## src/counter_cmd_map.svh

```systemverilog
`ifndef COUNTER_CMD_MAP_SVH
`define COUNTER_CMD_MAP_SVH

// ****************************************
// Command register indices and byte addresses
// ****************************************
`define CMD_IDX0        12'h00C
`define CMD_IDX1        12'h00E
`define CMD_IDX2        12'h10C
`define CMD_IDX3        12'h10E
`define CMD_ADDR0       (14'(`CMD_IDX0) << 2)
`define CMD_ADDR1       (14'(`CMD_IDX1) << 2)
`define CMD_ADDR2       (14'(`CMD_IDX2) << 2)
`define CMD_ADDR3       (14'(`CMD_IDX3) << 2)

// ****************************************
// Per-counter auxiliary register window
// ****************************************
`define AUX_BASE        14'h0800
`define AUX_STRIDE      14'h0010
`define AUX_LOAD_A      14'h0000
`define AUX_LOAD_B      14'h0004
`define AUX_SNAPSHOT    14'h0008
`define AUX_STATUS      14'h000C

// ****************************************
// Command register field positions
// ****************************************
`define BIT_PARTNER_DISARM      15
`define BIT_PARTNER_LATCH_HOLD  14
`define BIT_PARTNER_ARM         13
`define BIT_ALT_ENABLE          12
`define BIT_ALT_TRIGGER         11
`define BIT_ALT_GO              10
`define BIT_ACK_HALF            9
`define BIT_GATE_RESYNC         8
`define BIT_WRITE_REDIRECT      7
`define BIT_DIR_HI              6
`define BIT_DIR_LO              5
`define BIT_SELF_DISARM         4
`define BIT_PRELOAD_STROBE      2
`define BIT_LATCH_HOLD          1
`define BIT_SELF_ARM            0

// ****************************************
// Status register field positions and reset values
// ****************************************
`define ST_ARMED        0
`define ST_LATCH_DONE   1
`define ST_BANK         2
`define ST_GATE         3
`define ST_DIR_UP       4
`define ST_ALT_PENDING  5
`define RESET_WORD      32'h0000_0000
`define RESET_CFG       8'h00

`endif

```

## src/counter_cmd_pkg.sv

```systemverilog
package counter_cmd_pkg;

	typedef enum logic [1:0]
	{
		DIR_DOWN = 2'b00,
		DIR_UP   = 2'b01,
		DIR_PIN  = 2'b10,
		DIR_GATE = 2'b11
	} dir_type;

	typedef enum logic [1:0]
	{
		LATCH_TRACE = 2'b00,
		LATCH_GRAB  = 2'b01,
		LATCH_DONE  = 2'b10
	} latch_type;

	typedef struct packed
	{
		logic    alt_enable;
		logic    alt_trigger;
		logic    ack_half;
		logic    resync;
		logic    redirect;
		dir_type dir;
		logic    spare;
	} cmd_cfg_type;

	typedef struct packed
	{
		logic        valid;
		logic        write;
		logic [13:0] addr;
	} bus_phase_type;

endpackage

```

## src/counter_pair_command.sv

```systemverilog
`timescale 1ns/1ps
`include "counter_cmd_map.svh"
// Functional notes
// - four 16-bit write-only command registers, fixed offsets
// - bit 15 disarms the partner counter
// - bit 14 traces or latches partner snapshot
// - bit 13 arms partner until disarmed
// - bit 12 lets armed counter alternate banks
// - disarmed, bit 12 picks written bank
// - bit 11 picks gate or software switch
// - bit 10 requests switch, clears itself after
// - bit 9 picks half triggering acknowledge
// - bit 8 resynchronises gate to counter clock
// - bit 7 redirects load A and load B writes to inactive bank while armed
// - bit 0 arms counter until disarmed
// - bit 4 disarms the counter itself
// - bit 2 loads selected register into counter
// - bits 6:5 select count direction

module counter_pair_command
	import counter_cmd_pkg::*;
(
	input  wire logic        clk,
	input  wire logic        rstn,
	input  wire logic        hsel,
	input  wire logic [31:0] haddr,
	input  wire logic [1:0]  htrans,
	input  wire logic        hwrite,
	input  wire logic [2:0]  hsize,
	input  wire logic [31:0] hwdata,
	input  wire logic        hready,
	output logic      [31:0] hrdata,
	output logic             hreadyout,
	output logic             hresp,
	input  wire logic [3:0]  count_source_input,
	input  wire logic [3:0]  gate_pin,
	input  wire logic [3:0]  updown_pin,
	output logic      [3:0]  ack_half_select,
	output logic      [3:0]  active_bank
);

	localparam logic [13:0] CMD_ADDR [4] =
		'{`CMD_ADDR0, `CMD_ADDR1, `CMD_ADDR2, `CMD_ADDR3};

	// ****************************************
	// Bus slave
	// ****************************************
	bus_phase_type dphase_reg;
	logic [31:0]   rd_next;
	logic [3:0]    cmd_wr;
	logic [3:0]    load_a_wr;
	logic [3:0]    load_b_wr;
	logic [15:0]   cmd_data;
	logic [31:0]   aux_word [4][4];

	always_ff @(posedge clk or negedge rstn)
	begin
		if (!rstn)
			dphase_reg <= '0;
		else if (hready)
		begin
			dphase_reg.valid <= hsel && htrans[1];
			dphase_reg.write <= hwrite;
			dphase_reg.addr  <= haddr[13:0];
		end
	end

	// Command registers are write-only and read as zero
	always_comb
	begin
		rd_next = `RESET_WORD;
		for (int k = 0; k < 4; k++)
		begin
			for (int r = 0; r < 4; r++)
			begin
				if (haddr[13:0] == `AUX_BASE + 14'(k) * `AUX_STRIDE
					+ 14'(r) * 14'h0004)
					rd_next = aux_word[k][r];
			end
		end
	end

	always_ff @(posedge clk or negedge rstn)
	begin
		if (!rstn)
			hrdata <= `RESET_WORD;
		else if (hready && hsel && htrans[1] && !hwrite)
			hrdata <= rd_next;
	end

	always_ff @(posedge clk or negedge rstn)
	begin
		if (!rstn)
		begin
			hreadyout <= 1'b0;
			hresp     <= 1'b0;
		end
		else
		begin
			hreadyout <= 1'b1;
			hresp     <= 1'b0;
		end
	end

	// Each data-phase write to a command or load register becomes a one-cycle pulse
	always_comb
	begin
		cmd_data = hwdata[15:0];
		for (int k = 0; k < 4; k++)
		begin
			cmd_wr[k] = dphase_reg.valid && dphase_reg.write
				&& dphase_reg.addr == CMD_ADDR[k];
			load_a_wr[k] = dphase_reg.valid && dphase_reg.write
				&& dphase_reg.addr == `AUX_BASE
				+ 14'(k) * `AUX_STRIDE + `AUX_LOAD_A;
			load_b_wr[k] = dphase_reg.valid && dphase_reg.write
				&& dphase_reg.addr == `AUX_BASE
				+ 14'(k) * `AUX_STRIDE + `AUX_LOAD_B;
		end
	end

	// ****************************************
	// Per-counter command logic
	// ****************************************
	cmd_cfg_type cfg_reg       [4];
	logic [31:0] count_reg     [4];
	logic [31:0] snapshot_reg  [4];
	logic [31:0] load_a_reg    [4][2];
	logic [31:0] load_b_reg    [4][2];
	latch_type   latch_reg     [4];
	logic [3:0]  armed_reg;
	logic [3:0]  hold_reg;
	logic [3:0]  pending_reg;
	logic [3:0]  gate_prev_reg;
	logic [3:0]  src_prev_reg;
	logic [3:0]  gate_sync;
	logic [3:0]  updown_sync;
	logic [3:0]  source_sync;
	logic [3:0]  gate_used;
	logic [3:0]  dir_up;
	logic [3:0]  arm_req;
	logic [3:0]  disarm_req;
	logic [3:0]  switch_now;
	logic [3:0]  go_set;
	logic [3:0]  write_bank;

	genvar i;
	generate
	for (i = 0; i < 4; i++)
	begin : g_counter
		localparam int P = i ^ 1;

		input_sync u_gate_sync
		(
			.clk   (clk),
			.rstn  (rstn),
			.pin   (gate_pin[i]),
			.level (gate_sync[i])
		);
		input_sync u_updown_sync
		(
			.clk   (clk),
			.rstn  (rstn),
			.pin   (updown_pin[i]),
			.level (updown_sync[i])
		);
		input_sync u_source_sync
		(
			.clk   (clk),
			.rstn  (rstn),
			.pin   (count_source_input[i]),
			.level (source_sync[i])
		);

		assign gate_used[i] = cfg_reg[i].resync ? gate_sync[i]
			: gate_pin[i];
		assign arm_req[i] = (cmd_wr[i] && cmd_data[`BIT_SELF_ARM])
			|| (cmd_wr[P] && cmd_data[`BIT_PARTNER_ARM]);
		assign disarm_req[i] = (cmd_wr[i] && cmd_data[`BIT_SELF_DISARM])
			|| (cmd_wr[P] && cmd_data[`BIT_PARTNER_DISARM]);
		assign go_set[i] = cmd_wr[i] && cmd_data[`BIT_ALT_GO];
		assign switch_now[i] = pending_reg[i] && armed_reg[i]
			&& cfg_reg[i].alt_enable && (cfg_reg[i].alt_trigger
			|| (gate_used[i] && !gate_prev_reg[i]));
		assign write_bank[i] = !armed_reg[i] ? cfg_reg[i].alt_enable
			: (cfg_reg[i].redirect ? !active_bank[i]
			: active_bank[i]);

		always_comb
		begin
			case (cfg_reg[i].dir)
			DIR_DOWN: dir_up[i] = 1'b0;
			DIR_UP:   dir_up[i] = 1'b1;
			DIR_PIN:  dir_up[i] = updown_sync[i];
			DIR_GATE: dir_up[i] = gate_used[i];
			default:  dir_up[i] = 1'b0;
			endcase
		end

		// Bit 3 is never looked at
		always_ff @(posedge clk or negedge rstn)
		begin
			if (!rstn)
				cfg_reg[i] <= `RESET_CFG;
			else if (cmd_wr[i])
			begin
				cfg_reg[i].alt_enable  <= cmd_data[`BIT_ALT_ENABLE];
				cfg_reg[i].alt_trigger <= cmd_data[`BIT_ALT_TRIGGER];
				cfg_reg[i].ack_half    <= cmd_data[`BIT_ACK_HALF];
				cfg_reg[i].resync      <= cmd_data[`BIT_GATE_RESYNC];
				cfg_reg[i].redirect    <= cmd_data[`BIT_WRITE_REDIRECT];
				cfg_reg[i].dir <= dir_type'(cmd_data[`BIT_DIR_HI:`BIT_DIR_LO]);
				cfg_reg[i].spare       <= 1'b0;
			end
		end

		always_ff @(posedge clk or negedge rstn)
		begin
			if (!rstn)
				ack_half_select[i] <= 1'b0;
			else if (cmd_wr[i])
				ack_half_select[i] <= cmd_data[`BIT_ACK_HALF];
		end

		// Disarm wins over a simultaneous arm
		always_ff @(posedge clk or negedge rstn)
		begin
			if (!rstn)
				armed_reg[i] <= 1'b0;
			else if (disarm_req[i])
				armed_reg[i] <= 1'b0;
			else if (arm_req[i])
				armed_reg[i] <= 1'b1;
		end

		// A new request wins over the clear of a finished switch
		always_ff @(posedge clk or negedge rstn)
		begin
			if (!rstn)
				pending_reg[i] <= 1'b0;
			else if (go_set[i])
				pending_reg[i] <= 1'b1;
			else if (switch_now[i])
				pending_reg[i] <= 1'b0;
		end

		always_ff @(posedge clk or negedge rstn)
		begin
			if (!rstn)
				active_bank[i] <= 1'b0;
			else if (!armed_reg[i])
				active_bank[i] <= cfg_reg[i].alt_enable;
			else if (switch_now[i])
				active_bank[i] <= !active_bank[i];
		end

		always_ff @(posedge clk or negedge rstn)
		begin
			if (!rstn)
			begin
				gate_prev_reg[i] <= 1'b0;
				src_prev_reg[i]  <= 1'b0;
			end
			else
			begin
				gate_prev_reg[i] <= gate_used[i];
				src_prev_reg[i]  <= source_sync[i];
			end
		end

		always_ff @(posedge clk or negedge rstn)
		begin
			if (!rstn)
			begin
				load_a_reg[i] <= '{`RESET_WORD, `RESET_WORD};
				load_b_reg[i] <= '{`RESET_WORD, `RESET_WORD};
			end
			else if (load_a_wr[i])
				load_a_reg[i][write_bank[i]] <= hwdata;
			else if (load_b_wr[i])
				load_b_reg[i][write_bank[i]] <= hwdata;
		end

		always_ff @(posedge clk or negedge rstn)
		begin
			if (!rstn)
				count_reg[i] <= `RESET_WORD;
			else if (cmd_wr[i] && cmd_data[`BIT_PRELOAD_STROBE])
				count_reg[i] <= load_a_reg[i][active_bank[i]];
			else if (armed_reg[i] && source_sync[i] && !src_prev_reg[i])
				count_reg[i] <= dir_up[i] ? count_reg[i] + 32'h0000_0001
					: count_reg[i] - 32'h0000_0001;
		end

		// Hold level comes from own bit 1 or the partner's bit 14
		always_ff @(posedge clk or negedge rstn)
		begin
			if (!rstn)
				hold_reg[i] <= 1'b0;
			else if (cmd_wr[i])
				hold_reg[i] <= cmd_data[`BIT_LATCH_HOLD];
			else if (cmd_wr[P])
				hold_reg[i] <= cmd_data[`BIT_PARTNER_LATCH_HOLD];
		end

		always_ff @(posedge clk or negedge rstn)
		begin
			if (!rstn)
			begin
				latch_reg[i]    <= LATCH_TRACE;
				snapshot_reg[i] <= `RESET_WORD;
			end
			else
			begin
				case (latch_reg[i])
				LATCH_TRACE:
				begin
					snapshot_reg[i] <= count_reg[i];
					if (hold_reg[i])
						latch_reg[i] <= LATCH_GRAB;
				end
				LATCH_GRAB:
				begin
					snapshot_reg[i] <= count_reg[i];
					latch_reg[i]    <= hold_reg[i] ? LATCH_DONE
						: LATCH_TRACE;
				end
				LATCH_DONE:
				begin
					if (!hold_reg[i])
						latch_reg[i] <= LATCH_TRACE;
				end
				default: latch_reg[i] <= LATCH_TRACE;
				endcase
			end
		end

		always_comb
		begin
			aux_word[i][0] = load_a_reg[i][write_bank[i]];
			aux_word[i][1] = load_b_reg[i][write_bank[i]];
			aux_word[i][2] = snapshot_reg[i];
			aux_word[i][3] = `RESET_WORD;
			aux_word[i][3][`ST_ARMED]       = armed_reg[i];
			aux_word[i][3][`ST_LATCH_DONE]  = latch_reg[i] == LATCH_DONE;
			aux_word[i][3][`ST_BANK]        = active_bank[i];
			aux_word[i][3][`ST_GATE]        = gate_used[i];
			aux_word[i][3][`ST_DIR_UP]      = dir_up[i];
			aux_word[i][3][`ST_ALT_PENDING] = pending_reg[i];
		end

	end
	endgenerate
endmodule // counter_pair_command

```

## src/input_sync.sv

```systemverilog
`timescale 1ns/1ps

module input_sync
(
	input  wire logic clk,
	input  wire logic rstn,
	input  wire logic pin,
	output logic      level
);

	logic stage1_reg;
	logic stage2_reg;
	logic stage3_reg;

	always_ff @(posedge clk or negedge rstn)
	begin
		if (!rstn)
		begin
			stage1_reg <= 1'b0;
			stage2_reg <= 1'b0;
			stage3_reg <= 1'b0;
		end
		else
		begin
			stage1_reg <= pin;
			stage2_reg <= stage1_reg;
			stage3_reg <= stage2_reg;
		end
	end

	// Accept a new level only once the last two stages agree
	always_ff @(posedge clk or negedge rstn)
	begin
		if (!rstn)
			level <= 1'b0;
		else if (stage2_reg == stage3_reg)
			level <= stage3_reg;
	end

endmodule // input_sync

```

## config.mk

```make
export PLATFORM = sky130hd
export DESIGN_NAME = counter_pair_command
export DESIGN_NICKNAME = d
export VERILOG_FILES = /design/src/counter_cmd_pkg.sv /design/src/counter_pair_command.sv /design/src/input_sync.sv
export VERILOG_INCLUDE_DIRS = /design/src
export SDC_FILE = /design/constraint.sdc
export NUM_CORES = 2
export LEC_CHECK = 0
export BUFFER_PORTS_ARGS = -buffer_cell sky130_fd_sc_hd__buf_2
export CORE_ASPECT_RATIO = 1.25
export CORE_MARGIN = 2
export CORE_UTILIZATION = 55
export DETAILED_ROUTE_END_ITERATION = 16
export GPL_TIMING_DRIVEN = 0
export PLACE_DENSITY = 0.85
export SLEW_MARGIN = 20
export SYNTH_ARGS = -nofsm -noshare
export SYNTH_HDL_FRONTEND = slang
export SYNTH_SLANG_ARGS = --single-unit
export TNS_END_PERCENT = 5
```

## constraint.sdc

```tcl
create_clock -name clk -period 4 [get_ports clk]
set_input_delay 0.4 -clock clk [delete_from_list [all_inputs] [get_ports clk]]
set_output_delay 0.4 -clock clk [all_outputs]
set_load 0.01 [all_outputs]
```

==> flow_results.org <==
** Global routing
- Maximum number of pins on one net before global-route repair :: 137
- Summed over all layers, the global routing overflow is 0.
- The initial antenna violation count is 9.
- The via count of the first global-routing pass is 38.2k.
- Global routing consumed, over all layers together, 36.4% of the routing resources.
- Global-route wire length before repair :: 239,000 microns

** Setup path
- Start-to-end type of the worst setup path :: reg2reg
- For the worst setup path, the data arrival time is 4.63 ns.
- Stage delay of the slowest cell on the critical path :: 0.67 ns
- Data required time at the worst endpoint :: 4.51 ns
- Along the worst path, the maximum fanout reaches 10.
- Counting both buffers and inverters, the worst setup path holds a total of 3.
- The worst register-to-register path ends at hrdata[27]$_DFFE_PN0P_.
- Family with the most delay on the worst path :: compound AO/OA/AOI/OAI gates
- Max stage delay cell, worst path :: a2111oi_0
- Critical path capture point type :: flop
- The signal on the critical path passes through clkbuf_1 > xnor2_1 > a21oi_1 > clkbuf_2 > clkbuf_2 > mux2i_1 > o22ai_1 > a221oi_1 > a31oi_1 > a2111oi_0 > o21ai_0.
- Most common cell on crit path :: clkbuf_2
- R2R cell count :: 11
- For flop-to-flop paths, the worst setup slack is -0.12 ns.
- Reg-to-reg critical path startpoint :: active_bank[2]$_DFFE_PN0P_
- Kind of launch point of the worst setup path :: flop

** Synth
- When the netlist entered floorplanning its net count stood at 4,588.
- Most used standard cells in the synthesized netlist :: dfrtp_1 (925), mux2_2 (684), nand2_1 (503)
- Count of yosys warnings during synthesis :: 0
- Top_reg_cell synth :: dfrtp_1
- After synthesis, the netlist uses 74 different library cells.
- Top cell type's share of synthesized area :: 48.7%
- Top-count cell post-synth :: dfrtp_1
- Cell area after technology mapping :: 47,500 sq um
- Number of synthesized register bits :: 925
- In this run, synthesis inferred 0 flip-flops with an integrated enable.
- For this run, asynchronously set or reset flops after synthesis account for 100%.
- Mean instance size in the synthesized netlist :: 10.8 sq um
- Sorting the synthesized cells by area gives the leading types as dfrtp_1 (49%), mux2_2 (16%), mux2i_1 (4.2%).
- The cell count after synthesis came out at 4,378.
- The share of the Yosys chip area taken by registers is 48.7%.
- dfrtp_1 takes more of the synthesized area than any other cell.

** Placement
- At the end of routability-driven placement, the weighted congestion stood at 1.00.
- Placed Cells incl. Taps :: 5,574
- Port bufs :: 90
- Before CTS, the worst setup slack after placement is -1.41 ns.
- Summed over all nets, the half-perimeter wirelength after detailed placement is 121,000 microns.

** Layout
- Once layout is complete, the cells apart from fillers number 5,798.
- The multi-input combinational cells in the finished layout cover a total of 23,400 sq um.
- Fill cells in the final layout number 6,549.
- Nets@finish :: 4,830
- Area growth, synth to finish :: 12.8%
- Core utilization of the finished layout :: 62.6%
- Cells with a size suffix above 1 make up 23.0% of the layout.
- Flip-flop and latch area :: 23,100 sq um

** Routing
- Via count normalized by instance count :: 6.63
- Before antenna repair, the detailed router went through 7 iterations.
- After detailed routing, the total wire length is 163,000 microns.
- Dividing the detail-routed wire length by the instance count gives 28.2 microns.
- In the routed design, unresolved DRC markers number 0.
- The routed layout has 38.4k vias.
- DRC marker count from the first detailed-route iteration :: 4,068
- Antenna Violating Nets Remaining :: 0

** Outcome
- Violations in the final reports :: negative setup slack
- Run status :: finished with violations

** Clock network
- CTS tree :: done
- In this run, CTS created clock tree buffers numbering 93.
- After clock tree synthesis, the clock-pin slew on the worst setup and hold paths is 0.06 ns.
- The clock net in this run drives a total of 925 sinks.
- The longest clock path from root to sink contains 3 buffers.
- The root buffer cell chosen for the clock tree is clkbuf_16.
- The clock reaches the later pin of the worst-skew pair after 0.68 ns.
- Depth of the CTS H-tree :: 3

** Die
- Initial core utilization :: 55.5%
- Horizontal extent of the die :: 267 microns
- I/O pin count :: 128
- The die is 333 microns tall.
- Placeable core region :: 85,600 sq um
- In this run the core area contains 120 standard-cell rows.
- The die covers 88,700 sq um.

** Power and ir drop
- For this design the ratio of total power to cell area is 382 nW/um^2.
- VDD sags by at most 276 uV.
- Combinational logic is responsible for 7.5% of the overall power.
- Standby leakage power :: 23.2 nW
- In this run switching power makes up 24.8% of total power.
- For this design the total switching power over the nets is 5.08 mW.
- Sum of internal, switching and leakage power :: 20.5 mW
- Clock Power Share :: 44.7%
- Proportion of power drawn by flip-flops and latches :: 47.8%
- Int Power :: 15.4 mW

** Timing
- In this run the tightest slew margin relative to its limit is 18.5%.
- Worst clock skew :: 0.0364 ns
- Final worst-path setup slack :: -0.119 ns
- The tightest hold path in the finished design has a slack of 0.0283 ns.
- Final setup violation count :: 11
- The hold violation count in the final report came to 0.
- The final number of max-transition violations was 0.
- Timing would allow up to 243 MHz.
- Slew @ Worst Pin :: 1.21 ns
- Ratio of final minimum period to clock period :: 103%
- Setup repair after global routing missed its margin :: true
- Post-route minimum period :: 4.12 ns

** Hold path
- The startpoint identified for the worst hold timing path is haddr[5].
- Hold Path Stages :: 2
- Class of the most critical hold timing path :: in2reg
- The path with the worst hold slack has its endpoint at dphase_reg[5]$_DFFE_PN0P_.

** Run
- Max-cap violations in this run came to 0.
==> through the flow <==
step	cell area, sq um	TNS (ns)
after floorplan	47500	0
after global placement	49300	-
after detailed placement	49500	-64.39
after CTS	53300	-0.120
after global routing	53600	-3.67
final	53600	-0.654
==> kinds of logic after synthesis <==
kind of cell	count (synthesis)	share of synthesized area (%)
adders and majority gates	136	3.58
other	2	0.0158
buffers and inverters	341	2.83
xor gates and xnor gates	99	1.83
and+or+nand+nor	985	9.22
AOI/OAI and AO/OA	1005	13.3
muxes	885	20.5
DFF	925	48.7
==> worst reg2reg max path, stage by stage, from the launching register on <==
cell and delay (ns):
dfrtp_1 0.37, clkbuf_1 0.51, xnor2_1 0.22, a21oi_1 0.18, clkbuf_2 0.40, clkbuf_2 0.55
mux2i_1 0.32, o22ai_1 0.11, a221oi_1 0.25, a31oi_1 0.22, a2111oi_0 0.67, o21ai_0 0.15
==> power groups by stage <==
stage	registers [mW]	logic, mW	clock network [mW]
5_1_grt	9.80	1.64	9.52
3_5_place_dp	9.94	1.47	0
6_report	9.78	1.54	9.15
4_1_cts	9.77	1.51	9.12
2_1_floorplan	9.89	0.866	0
3_3_place_gp	9.94	1.40	0
==> cell usage in the layout (no fill, tap or decap), types with 13 or more instances in the layout <==
cell	count
nor4_1	37
o21a_1	20
clkbuf_1	250
a22oi_1	15
nor2_1	188
xnor2_1	65
or3_1	14
o211ai_1	22
nand3_1	58
nand2_1	502
nor2b_1	37
a21o_1	72
mux2i_1	196
dfrtp_1	924
o22ai_1	42
mux2_2	684
ha_1	118
buf_1	27
nand2b_1	22
nand4_1	17
inv_1	33
a221oi_1	35
o21ai_0	131
clkbuf_2	13
buf_2	109
a211oi_1	87
a31oi_1	79
a2111oi_0	13
clkbuf_16	94
buf_4	26
a21oi_1	347
o21bai_1	16
and3_1	13
clkinv_2	22
dlygate4sd3_1	24
nor3_1	36
xor2_1	34
==> final cells by class <==
type,instances,share of cell area (%)
Multi-Input combinational cell,3113,43.7
Sequential cell,925,43.2
Clock buffer,121,4.80
Tap cell,1098,2.56
Buffer,303,2.28
Timing Repair Buffer,145,2.07
Clock inverter,48,1.05
Inverter,36,0.292
Timing Repair inverter,3,0.0397
Antenna cell,6,0.0280
==> timing repair <==
item,CTS,global route
cloned,3,1
pin swaps,5,6
hold endpoints to repair,121,0
setup buffers,13,10
hold buffers,24,0
gates resized for setup,47,61
endpoints found under the setup margin,137,115
==> layer usage <==
layer	wire, microns	vias up	track usage, %
met5	74	-	0
met4	13600	10	26.4
met3	15100	591	8.54
met2	75400	2148	57.8
met1	59200	19257	43.5
li1	-	16411	-
==> worst max path at each step <==
stage	startpoint	endpoint	slack, ns	cells past startpoint
floorplan	cfg_reg[12]$_DFFE_PN0P_	count_reg[60]$_DFFE_PN0P_	0.15	14
global placement	rstn	hreadyout$_DFF_PN0_	-16.82	1
detailed placement	gate_pin[3]	count_reg[31]$_DFFE_PN0P_	-1.41	15
CTS	cfg_reg[4]$_DFFE_PN0P_	count_reg[31]$_DFFE_PN0P_	-0.09	15
global route	active_bank[2]$_DFFE_PN0P_	hrdata[26]$_DFFE_PN0P_	-0.15	11
finish	active_bank[2]$_DFFE_PN0P_	hrdata[27]$_DFFE_PN0P_	-0.12	11
Power figures use the tool's default switching activity.
